$ cat config.mk
export PLATFORM = sky130hd
export DESIGN_NAME = gpa_port
export DESIGN_NICKNAME = d
export VERILOG_FILES = /design/src/include/gpa_pkg.sv /design/src/include/gpa_sync_if.sv /design/src/gpa_port.sv /design/src/gpa_sync.sv
export SDC_FILE = /design/constraint.sdc
export NUM_CORES = 1
export LEC_CHECK = 0
export BUFFER_PORTS_ARGS = -buffer_cell sky130_fd_sc_hd__buf_2
export CORE_ASPECT_RATIO = 1.75
export CORE_UTILIZATION = 35
export CTS_CLUSTER_SIZE = 25
export DETAILED_ROUTE_END_ITERATION = 8
export GPL_ROUTABILITY_DRIVEN = 0
export HOLD_SLACK_MARGIN = 0.15
export SLEW_MARGIN = 40
export SYNTH_ARGS = -nofsm -noshare
export SYNTH_HDL_FRONTEND = slang
export SYNTH_SLANG_ARGS = --single-unit
$ cat constraint.sdc
create_clock -name pclk -period 4.15 [get_ports pclk]
set_input_delay 0.2075 -clock pclk [delete_from_list [all_inputs] [get_ports pclk]]
set_output_delay 0.2075 -clock pclk [all_outputs]
set_load 0.03 [all_outputs]
$ cat src/include/gpa_pkg.sv
// Package of constants and types for the eight-bit port A block
package gpa_pkg;
	// ========================================
	// Register byte offsets
	localparam logic [7:0] pin_levels_off    = 8'h00;
	localparam logic [7:0] output_latch_off  = 8'h04;
	localparam logic [7:0] direction_off     = 8'h08;
	localparam logic [7:0] analog_ctl_off    = 8'h0c;
	localparam logic [7:0] comparator_ctl_off = 8'h10;
	localparam logic [7:0] config_off        = 8'h14;
	// ========================================
	// Reset values
	localparam logic [7:0] direction_rst     = 8'hff;
	localparam logic [7:0] latch_rst         = 8'h00;
	localparam logic [3:0] analog_cfg_rst    = 4'h0;
	localparam logic [2:0] comparator_rst    = 3'h7;
	localparam logic       osc_pins_rst      = 1'b1;
	// ========================================
	// Field positions
	localparam int         osc_lo_bit        = 6;
	localparam int         osc_hi_bit        = 7;
	localparam int         open_drain_bit    = 4;
	localparam int         ref_out_bit       = 2;
	localparam int         comp2_out_bit     = 5;
	localparam int         comp_mode_w       = 3;
	// Analog select: codes at or above this leave bits 0-3 and 5 digital
	localparam logic [3:0] all_digital_code  = 4'h7;
	// Comparator mode that routes both outputs to pins
	localparam logic [2:0] comp_out_mode     = 3'h5;
	typedef enum logic {gpa_idle, gpa_access} gpa_phase_e;
endpackage : gpa_pkg

$ cat src/include/gpa_sync_if.sv
// Interface carrying raw and synchronised pin levels
`timescale 1ns/1ps
`default_nettype none
interface gpa_sync_if;
	logic [7:0] raw;
	logic [7:0] synced;
	modport top (output raw, input synced);
	modport sync (input raw, output synced);
endinterface : gpa_sync_if
`default_nettype wire

$ cat src/gpa_port.sv
// Eight-bit general purpose port A with APB register access
//
// The placing of the registers and register access over APB were decided locally.
`timescale 1ns/1ps
`default_nettype none
module gpa_port (
	// Clock and reset
	input  wire logic        pclk,
	input  wire logic        presetn,
	// APB slave
	input  wire logic        psel,
	input  wire logic        penable,
	input  wire logic        pwrite,
	input  wire logic [7:0]  paddr,
	input  wire logic [31:0] pwdata,
	output logic      [31:0] prdata,
	output logic             pready,
	output logic             pslverr,
	// Port pins
	input  wire logic [7:0]  pin_in,
	output logic      [7:0]  pin_out,
	output logic      [7:0]  pin_oe_n,
	// Peripheral connections
	input  wire logic        first_comparator_output,
	input  wire logic        second_comparator_output,
	input  wire logic        comparator_reference_enable,
	output logic             timer_zero_external_clock,
	output logic             slave_select_in,
	output logic             low_voltage_detect_input,
	output logic      [7:0]  analog_select,
	output logic             oscillator_pins_owned
);
	// ========================================
	// State
	typedef struct packed {
		logic [7:0]  latch;
		logic [7:0]  direction;
		logic [3:0]  analog_cfg;
		logic [2:0]  comp_mode;
		logic        osc_pins;
		logic [31:0] rdata;
	} gpa_state_s;
	gpa_state_s st_q;
	gpa_state_s st_d;

	gpa_sync_if sif ();
	logic [7:0] gpio_mask;
	logic [7:0] analog_mask;
	logic       comp_outs;
	logic [7:0] periph_drive_en;
	logic [7:0] periph_val;

	// Mask for bits usable as I/O given the oscillator setting
	function automatic logic [7:0] osc_mask(input logic own);
		osc_mask = own ? 8'h3f : 8'hff;
	endfunction : osc_mask

	// Decode of pins selected analog; reset code keeps bits 0-3 and 5 analog
	function automatic logic [7:0] analog_decode(input logic [3:0] cfg);
		analog_decode = (cfg >= gpa_pkg::all_digital_code) ? 8'h00 : 8'h2f;
	endfunction : analog_decode

	// ========================================
	// Pin synchroniser
	assign sif.raw = pin_in;
	gpa_sync u_sync (
		.pclk    (pclk),
		.presetn (presetn),
		.lv      (sif.sync)
	);

	// ========================================
	// Pin muxing
	assign gpio_mask   = osc_mask(st_q.osc_pins);
	assign analog_mask = analog_decode(st_q.analog_cfg);
	assign comp_outs   = (st_q.comp_mode == gpa_pkg::comp_out_mode);
	always_comb begin
		periph_drive_en = 8'h00;
		periph_val      = 8'h00;
		// Comparator outputs take over their pins
		if (comp_outs) begin
			periph_drive_en[gpa_pkg::open_drain_bit] = 1'b1;
			periph_val[gpa_pkg::open_drain_bit]      = first_comparator_output;
			periph_drive_en[gpa_pkg::comp2_out_bit]  = 1'b1;
			periph_val[gpa_pkg::comp2_out_bit]       = second_comparator_output;
		end
		// Reference voltage is analog; the digital driver steps aside
		if (comparator_reference_enable) begin
			periph_drive_en[gpa_pkg::ref_out_bit] = 1'b1;
			periph_val[gpa_pkg::ref_out_bit]      = 1'b0;
		end
	end

	// Drivers, built per bit
	genvar gi;
	generate
		for (gi = 0; gi < 8; gi++) begin : g_pin
			logic drv_en;
			logic drv_val;
			always_comb begin
				if (!gpio_mask[gi]) begin
					drv_en  = 1'b0;
					drv_val = 1'b0;
				end else if (periph_drive_en[gi]) begin
					drv_en  = !(gi == gpa_pkg::ref_out_bit);
					drv_val = periph_val[gi];
				end else begin
					// Analog pins still obey direction; software must keep them inputs
					drv_en  = !st_q.direction[gi];
					drv_val = st_q.latch[gi];
				end
				// Open-drain bit only pulls low, never drives high
				if (gi == gpa_pkg::open_drain_bit) begin
					drv_en  = drv_en && !drv_val;
					drv_val = 1'b0;
				end
			end
			assign pin_oe_n[gi] = !drv_en;
			assign pin_out[gi]  = drv_val;
		end
	endgenerate

	// ========================================
	// Peripheral inputs taken from synchronised levels; analog select and oscillator ownership taken from registers
	assign timer_zero_external_clock = sif.synced[gpa_pkg::open_drain_bit];
	assign slave_select_in           = sif.synced[gpa_pkg::comp2_out_bit];
	assign low_voltage_detect_input  = sif.synced[gpa_pkg::comp2_out_bit];
	assign analog_select             = analog_mask;
	assign oscillator_pins_owned     = st_q.osc_pins;

	// ========================================
	// APB register file
	logic       wr_en;
	logic [7:0] pin_view;
	assign wr_en    = psel && penable && pwrite;
	// Analog pins read zero; pin reads after two flops
	assign pin_view = sif.synced & ~analog_mask & gpio_mask;

	always_comb begin
		st_d = st_q;
		if (wr_en) begin
			unique case (paddr)
				gpa_pkg::pin_levels_off:     st_d.latch = pwdata[7:0] & gpio_mask;
				gpa_pkg::output_latch_off:   st_d.latch = pwdata[7:0] & gpio_mask;
				gpa_pkg::direction_off:      st_d.direction = pwdata[7:0] | ~gpio_mask;
				gpa_pkg::analog_ctl_off:     st_d.analog_cfg = pwdata[3:0];
				gpa_pkg::comparator_ctl_off: st_d.comp_mode = pwdata[gpa_pkg::comp_mode_w-1:0];
				gpa_pkg::config_off:         st_d.osc_pins = pwdata[0];
				default: ;
			endcase
		end
		// Oscillator-owned bits hold cleared latch; direction writes set them internally
		st_d.latch     = st_d.latch & gpio_mask;
		st_d.rdata     = 32'h0000_0000;
		if (psel && !penable && !pwrite) begin
			unique case (paddr)
				gpa_pkg::pin_levels_off:     st_d.rdata[7:0] = pin_view;
				gpa_pkg::output_latch_off:   st_d.rdata[7:0] = st_q.latch & gpio_mask;
				gpa_pkg::direction_off:      st_d.rdata[7:0] = st_q.direction & gpio_mask;
				gpa_pkg::analog_ctl_off:     st_d.rdata[3:0] = st_q.analog_cfg;
				gpa_pkg::comparator_ctl_off: st_d.rdata[2:0] = st_q.comp_mode;
				gpa_pkg::config_off:         st_d.rdata[0] = st_q.osc_pins;
				default: ;
			endcase
		end else if (psel && penable) begin
			st_d.rdata = st_q.rdata;
		end
	end

	always_ff @(posedge pclk or negedge presetn) begin
		if (!presetn) begin
			st_q.latch      <= gpa_pkg::latch_rst;
			st_q.direction  <= gpa_pkg::direction_rst;
			st_q.analog_cfg <= gpa_pkg::analog_cfg_rst;
			st_q.comp_mode  <= gpa_pkg::comparator_rst;
			st_q.osc_pins   <= gpa_pkg::osc_pins_rst;
			st_q.rdata      <= 32'h0000_0000;
		end else begin
			st_q <= st_d;
		end
	end

	assign prdata  = st_q.rdata;
	assign pready  = 1'b1;
	assign pslverr = psel && penable && !(paddr inside {gpa_pkg::pin_levels_off,
		gpa_pkg::output_latch_off, gpa_pkg::direction_off, gpa_pkg::analog_ctl_off,
		gpa_pkg::comparator_ctl_off, gpa_pkg::config_off});
endmodule : gpa_port
`default_nettype wire

$ cat src/gpa_sync.sv
// Two-stage synchroniser for the port pin levels
`timescale 1ns/1ps
`default_nettype none
module gpa_sync (
	// Clock and reset
	input  wire logic pclk,
	input  wire logic presetn,
	// Pin levels
	gpa_sync_if.sync  lv
);
	typedef struct packed {
		logic [7:0] first;
		logic [7:0] second;
	} gpa_sync_s;
	gpa_sync_s st_q;
	gpa_sync_s st_d;

	// ========================================
	// First stage feeds only the second
	always_comb begin
		st_d.first  = lv.raw;
		st_d.second = st_q.first;
	end

	always_ff @(posedge pclk or negedge presetn) begin
		if (!presetn) begin
			st_q <= '0;
		end else begin
			st_q <= st_d;
		end
	end

	assign lv.synced = st_q.second;
endmodule : gpa_sync
`default_nettype wire
---- Yosys cells after proc, flatten, opt, wreduce, memory -nomap -nowiden ----
Index checks and enable logic that the tools add are counted.
storage, ports and cells
  output and inout bits ................... 62
  input bits .............................. 56
  flip-flop bits (word level) ............. 72
  word-level logic and storage cells ...... 98
operators by class
  multiplexer cells ....................... 40
  $lt $le $gt $ge ......................... 1
  bitwise gates (word level) .............. 9
  reduce and logical (&&, ||, !) cells .... 33
  equality and inequality tests ........... 7
operators by type and width
  kind                                                               number
  bitwise AND 8 bit                                                  6
  2-to-1 mux 24 bit                                                  2
  2-to-1 mux 32 bit                                                  1
  2-to-1 mux 8 bit                                                   4
  2-to-1 mux 1 bit                                                   24
  logical NOT 1 bit                                                  20
  == test 8 x 4 -> 1 bit, second input constant                      2
  == test 8 x 5 -> 1 bit, second input constant                      2
  one-hot mux 4 bit (3 select lines)                                 1
  one-hot mux 2 bit (5 select lines)                                 1
  == test 8 x 3 -> 1 bit, second input constant                      1
  logical NOT 8 bit                                                  1
  NOT 6 -> 8 bit                                                     1
  NOT 8 bit                                                          1
  bitwise OR 8 bit                                                   1
  AND reduction 2 bit                                                4
  logical AND 1 bit                                                  6
  2-to-1 mux 6 bit                                                   1
  one-hot mux 1 bit (6 select lines)                                 1
  nonzero test 6 bit                                                 1
  greater-or-equal comparator 4 x 3 -> 1 bit, second input constant  1
  2-to-1 mux 2 bit                                                   2
  2-to-1 mux 4 bit                                                   1
  one-hot mux 1 bit (4 select lines)                                 1
  other kinds (4)                                                    4

---- Depth between registers and ports, before layout ----
  word-level depth ........................ 7
  mapped depth ............................ 6

---- By module ----
Synthesis repeated with hierarchy kept, for this count alone.
unflattened totals
  cell total of the unflattened synthesis .. 222
  area total of the unflattened synthesis .. 2492.4 µm²
by module, submodules not included
  module    area an instance (µm²)  cells an instance  instances  sequential area each (µm²)
  gpa_port  2092.0                  206                1          815.8
  gpa_sync  400.4                   16                 1          400.4

---- Least setup slack after synthesis ----
OpenSTA, ideal clock, no wires.
  path type ............................... register to register
  from .................................... register st_q[36] (netlist name)
  to ...................................... register st_q (netlist bit prdata[5])
  path slack .............................. 2.183 ns
  cell stages (with the launch flop) ...... 5
  required time ........................... 4.029 ns
  arrival time ............................ 1.846 ns
  setup time .............................. 0.121 ns
  path through ............................ dfrtp_1 -> a31oi_1 -> nor4_1 -> a31o_2 -> a22o_1
on the way
  longest elaborated chain between the ends .. 7
ends and longest elaborated chain
  item                                        line             RTL
  start, declared                             gpa_port.sv:43   gpa_state_s st_q;
  start signal, assigned                      gpa_port.sv:179  st_q <= st_d;
  greater-or-equal comparator 4 x 3 -> 1 bit  gpa_port.sv:60   analog_decode = (cfg >= gpa_pkg::all_digital_code) ? 8'h00 : 8'h2f;
  2-to-1 mux 6 bit                            gpa_port.sv:60
  NOT 6 -> 8 bit                              gpa_port.sv:137  assign pin_view = sif.synced & ~analog_mask & gpio_mask;
  bitwise AND 8 bit (2 in series)             gpa_port.sv:137
  one-hot mux 4 bit (3 select lines)          gpa_port.sv:156  unique case (paddr)
  2-to-1 mux 8 bit                            gpa_port.sv:155  if (psel && !penable && !pwrite) begin
Every way passes these cells.
A chain may end at the register's enable or synchronous reset.

---- Final worst setup path ----
  from .................................... input port paddr[7]
  to ...................................... register st_q[35] (netlist name)
on the way
  longest elaborated chain between the ends .. 2
ends and longest elaborated chain
  item                           line             RTL
  start, declared                gpa_port.sv:14   input wire logic [7:0] paddr,
  == test 8 x 5 -> 1 bit         gpa_port.sv:142  unique case (paddr)
  AND reduction 2 bit (no line)  n/a
Every way passes these cells.

==> flow_summary.html <==
<table>
<tr><th>Metric</th><th>Value</th></tr>
<tr><th colspan="2">CTS</th></tr>
<tr><td>Clock latency reported for the late side of the worst-skew pair</td><td>0.29 ns</td></tr>
<tr><td>Total CTS buffers</td><td>5</td></tr>
<tr><td>TritonCTS sink count</td><td>48</td></tr>
<tr><td>CTS-repair resized insts</td><td>0</td></tr>
<tr><td>Cell at the root of the clock tree</td><td>sky130_fd_sc_hd__clkbuf_16</td></tr>
<tr><td>CTS tree</td><td>done</td></tr>
<tr><td>Total number of H-tree levels</td><td>2</td></tr>
<tr><td>Clock slew seen by the registers of the worst setup and hold paths</td><td>0.06 ns</td></tr>
<tr><td>Postcts setup bufs</td><td>0</td></tr>
<tr><td>Clock buffer depth</td><td>2</td></tr>
<tr><th colspan="2">Worst setup path</th></tr>
<tr><td>Critical setup path kind</td><td>in -&gt; reg</td></tr>
<tr><td>Number of buffer and inverter stages on the critical path</td><td>1</td></tr>
<tr><td>Worst R2R Path Depth</td><td>4</td></tr>
<tr><td>Terminus of the critical flop-to-flop path</td><td>prdata[5]</td></tr>
<tr><td>Setup slack of the most critical reg-to-reg path</td><td>2.50 ns</td></tr>
<tr><td>Critical-path top delay cell</td><td>sky130_fd_sc_hd__nor4_1</td></tr>
<tr><td>Type of element launching the critical path</td><td>input pin</td></tr>
<tr><td>Required time of the critical path</td><td>4.36 ns</td></tr>
<tr><td>Reg-to-Reg Start</td><td>st_q[36]</td></tr>
<tr><td>Critical path endpoint category</td><td>flop</td></tr>
<tr><td>Crit path max fanout</td><td>4</td></tr>
<tr><td>Family of cells with the greatest summed delay on the critical path</td><td>simple AND/OR/NAND/NOR gates</td></tr>
<tr><td>Maximum cell stage delay along the critical path</td><td>0.64 ns</td></tr>
<tr><td>Crit path cell chain</td><td>buf_2, or4_4, or2_4, nor4_1, mux2_2</td></tr>
<tr><td>Data arrival, critical path</td><td>2.23 ns</td></tr>
<tr><th colspan="2">STA</th></tr>
<tr><td>Post-layout minimum cycle time</td><td>2.01 ns</td></tr>
<tr><td>Setup TNS</td><td>0 ns</td></tr>
<tr><td>Number of failing hold endpoints at the final stage</td><td>0</td></tr>
<tr><td>Timing-limited maximum frequency</td><td>0.497 GHz</td></tr>
<tr><td>Slew at the pin closest to its max-slew limit</td><td>0.750 ns</td></tr>
<tr><td>Part of the cycle the worst path needs</td><td>48.5%</td></tr>
<tr><td>Max-slew violations</td><td>0</td></tr>
<tr><td>RSZ-0062 raised after global routing</td><td>no</td></tr>
<tr><td>Finish-stage setup viols</td><td>0</td></tr>
<tr><td>Worst-case headroom to the max-slew limit</td><td>49.6%</td></tr>
<tr><td>Clock Skews</td><td>0.00253 ns</td></tr>
<tr><th colspan="2">Floorplanning</th></tr>
<tr><td>Top-level port count</td><td>118</td></tr>
<tr><td>Height of the die</td><td>115 um</td></tr>
<tr><td>Initial standard-cell utilization of the core</td><td>36.6%</td></tr>
<tr><td>Overall die width</td><td>66.5 um</td></tr>
<tr><td>Floorplan die area</td><td>0.00764 mm^2</td></tr>
<tr><td>Row count</td><td>40</td></tr>
<tr><td>Area of the core</td><td>0.00696 mm^2</td></tr>
<tr><th colspan="2">Global routing</th></tr>
<tr><td>GRT Total Usage</td><td>14.5%</td></tr>
<tr><td>Maximum number of pins on one net before global-route repair</td><td>49</td></tr>
<tr><td>Via count of the first global-routing pass</td><td>1657</td></tr>
<tr><td>First-pass GRT wire length</td><td>8030 um</td></tr>
<tr><td>Overflow after GRT</td><td>0</td></tr>
<tr><td>Number of antenna violations at the first check in global routing</td><td>0</td></tr>
<tr><th colspan="2">Logic synthesis</th></tr>
<tr><td>Ys Warns</td><td>0</td></tr>
<tr><td>Count of flip-flops with a built-in enable after synthesis</td><td>0</td></tr>
<tr><td>Post-Syn Area per Cell</td><td>11.3 um^2</td></tr>
<tr><td>Top FF cell, synth</td><td>sky130_fd_sc_hd__dfrtp_1</td></tr>
<tr><td>Proportion of register bits with asynchronous set or reset after synthesis</td><td>100%</td></tr>
<tr><td>Fraction of the yosys area taken by sequential cells</td><td>47.7%</td></tr>
<tr><td>Number of register bits inferred by synthesis</td><td>48</td></tr>
<tr><td>Gate count of the mapped netlist</td><td>226</td></tr>
<tr><td>Cell Area, Synth</td><td>0.00255 mm^2</td></tr>
<tr><td>Distinct cells, synth</td><td>39</td></tr>
<tr><th colspan="2">Finish</th></tr>
<tr><td>Count of antenna diodes in the layout</td><td>0</td></tr>
<tr><td>Share of cells above drive strength 1</td><td>41.6%</td></tr>
<tr><td>Most frequent cells in the layout</td><td>sky130_fd_sc_hd__buf_2, sky130_fd_sc_hd__dfrtp_1, sky130_fd_sc_hd__conb_1</td></tr>
<tr><td>Most common library cell in the layout ignoring fill and taps</td><td>sky130_fd_sc_hd__buf_2</td></tr>
<tr><td>Nets</td><td>330</td></tr>
<tr><td>Filler cells</td><td>707</td></tr>
<tr><td>Final std cell area, no fill</td><td>0.00289 mm^2</td></tr>
<tr><td>Area growth syn-to-layout</td><td>13.5%</td></tr>
<tr><th colspan="2">Placement</th></tr>
<tr><td>Post-DP HPWL</td><td>3880 um</td></tr>
<tr><td>Buffers on Ports</td><td>64</td></tr>
<tr><td>Placed cell area</td><td>0.00267 mm^2</td></tr>
<tr><th colspan="2">Run status</th></tr>
<tr><td>Outcome</td><td>completed</td></tr>
<tr><th colspan="2">Power and ir drop</th></tr>
<tr><td>Share of total power in sequential cells</td><td>49.5%</td></tr>
<tr><td>Int Power</td><td>735 uW</td></tr>
<tr><td>Share of power burned in the clock network</td><td>38.0%</td></tr>
<tr><td>Gate power share</td><td>12.5%</td></tr>
<tr><td>Proportion of total power due to net switching</td><td>25.5%</td></tr>
<tr><td>Largest voltage drop on the vdd net</td><td>308 uV</td></tr>
<tr><td>Leakage dissipation</td><td>0.00141 uW</td></tr>
<tr><td>Power per cell area</td><td>341 mW/mm^2</td></tr>
<tr><td>Switching Power</td><td>252 uW</td></tr>
<tr><th colspan="2">Drt</th></tr>
<tr><td>Router iterations before antenna repair</td><td>4</td></tr>
<tr><td>Residual DRC count</td><td>0</td></tr>
<tr><td>Routed wire length per instance</td><td>14.4 um</td></tr>
<tr><td>First-iteration detailed-routing DRC count</td><td>14</td></tr>
<tr><td>Final wirelength</td><td>5160 um</td></tr>
<tr><td>Via count of the routed design</td><td>1721</td></tr>
<tr><td>Number of nets still failing antenna checks after routing</td><td>0</td></tr>
<tr><td>Via count normalized by instance count</td><td>4.81</td></tr>
<tr><th colspan="2">Worst hold path</th></tr>
<tr><td>Hold Path Cell Cnt</td><td>2</td></tr>
<tr><td>Class of the tightest hold or removal check</td><td>in -&gt; reg</td></tr>
<tr><td>Worst hold path endpoint</td><td>st_q[44]</td></tr>
<tr><td>Hold path start</td><td>pwdata[4]</td></tr>
<tr><th colspan="2">Run</th></tr>
<tr><td># Max-Cap Violations</td><td>0</td></tr>
</table>
## power groups by stage
stage | clock network [uW] | logic (uW) | registers, uW
2_1_floorplan | 0 | 102 | 497
3_3_place_gp | 0 | 115 | 497
3_5_place_dp | 0 | 118 | 497
4_1_cts | 387 | 124 | 489
5_1_grt | 408 | 134 | 490
6_report | 375 | 123 | 489
## kinds of logic after synthesis
logic type / count (synthesis) / share of synthesized area [%]
mux: 33 / 14.0
other cells: 2 / 0.295
compound gates: 35 / 9.23
buf+inv: 62 / 17.1
flops: 48 / 47.7
simple gates: 46 / 11.6
## what timing repair did
action | in CTS | in global routing
hold buffers | 9 | 0
setup endpoints to repair | 0 | 0
endpoints found under the hold margin | 44 | 0
## routing by layer
layer / part of all wire, % / global-route usage [%] / wire, um
met1: 35 / 15.1 / 1830
met3: 4.1 / 2.78 / 213
met4: 2.8 / 7.66 / 142
met5: 0 / 0 / 0
met2: 58 / 26.7 / 2970
## Yosys cell counts, drive strengths merged, types with 3 or more instances
| cell | n | area, um^2 |
|---|---|---|
| mux2 | 21 | 236 |
| a22oi | 3 | 22.5 |
| or2 | 5 | 33.8 |
| and2 | 5 | 31.3 |
| a22o | 3 | 26.3 |
| a211oi | 3 | 22.5 |
| nor4 | 5 | 67.6 |
| clkbuf | 4 | 15.0 |
| nor2 | 12 | 45.0 |
| mux2i | 12 | 120 |
| o21ai | 7 | 35.0 |
| inv | 3 | 11.3 |
| a32o | 4 | 40.0 |
| nor2b | 6 | 37.5 |
| nand2 | 4 | 15.0 |
| buf | 55 | 410 |
| dfstp | 12 | 315 |
| a21oi | 10 | 50.1 |
| dfrtp | 36 | 901 |
## sequential cells by signal, summed over array words and instances, names as in the netlist
| signal | flops |
|---|---|
| oscillator_pins_owned | 1 |
| st_q | 23 |
| u_sync.st_d | 8 |
| prdata | 8 |
| u_sync.lv.synced | 8 |
## worst max-delay path by stage
stage,from,depth (start not counted),end
final,paddr[7],5,st_q[35]
after global routing,paddr[7],5,st_q[35]
after CTS,paddr[7],5,st_q[35]
after detailed placement,paddr[7],5,st_q[40]
after global placement,paddr[7],4,st_q[49]
after floorplan,st_q[36],4,prdata[5]
## area by class of cell
type,count,area [um^2],share of cell area (%)
timing repair buffer,73,413,14.3
clock inverter,1,5.00,0.173
sequential,48,1220,42.1
clock buffer,6,129,4.46
tap,84,105,3.63
inverter,3,11.3,0.389
multi-input combinational,143,1010,35.0
## metrics by stage
step	hold slack (ns)	setup WS [ns]	cells	utilization, %	total power [uW]
6_report	0.169	2.14	358	41.6	987
3_3_place_gp	0.315	1.77	342	38.1	612
4_1_cts	0.161	2.10	358	41.6	1000
2_1_floorplan	-0.0881	2.18	253	-	599
3_5_place_dp	0.260	1.83	342	38.3	615
5_1_grt	0.165	2.09	358	41.6	1030
Power figures use the tool's default switching activity.
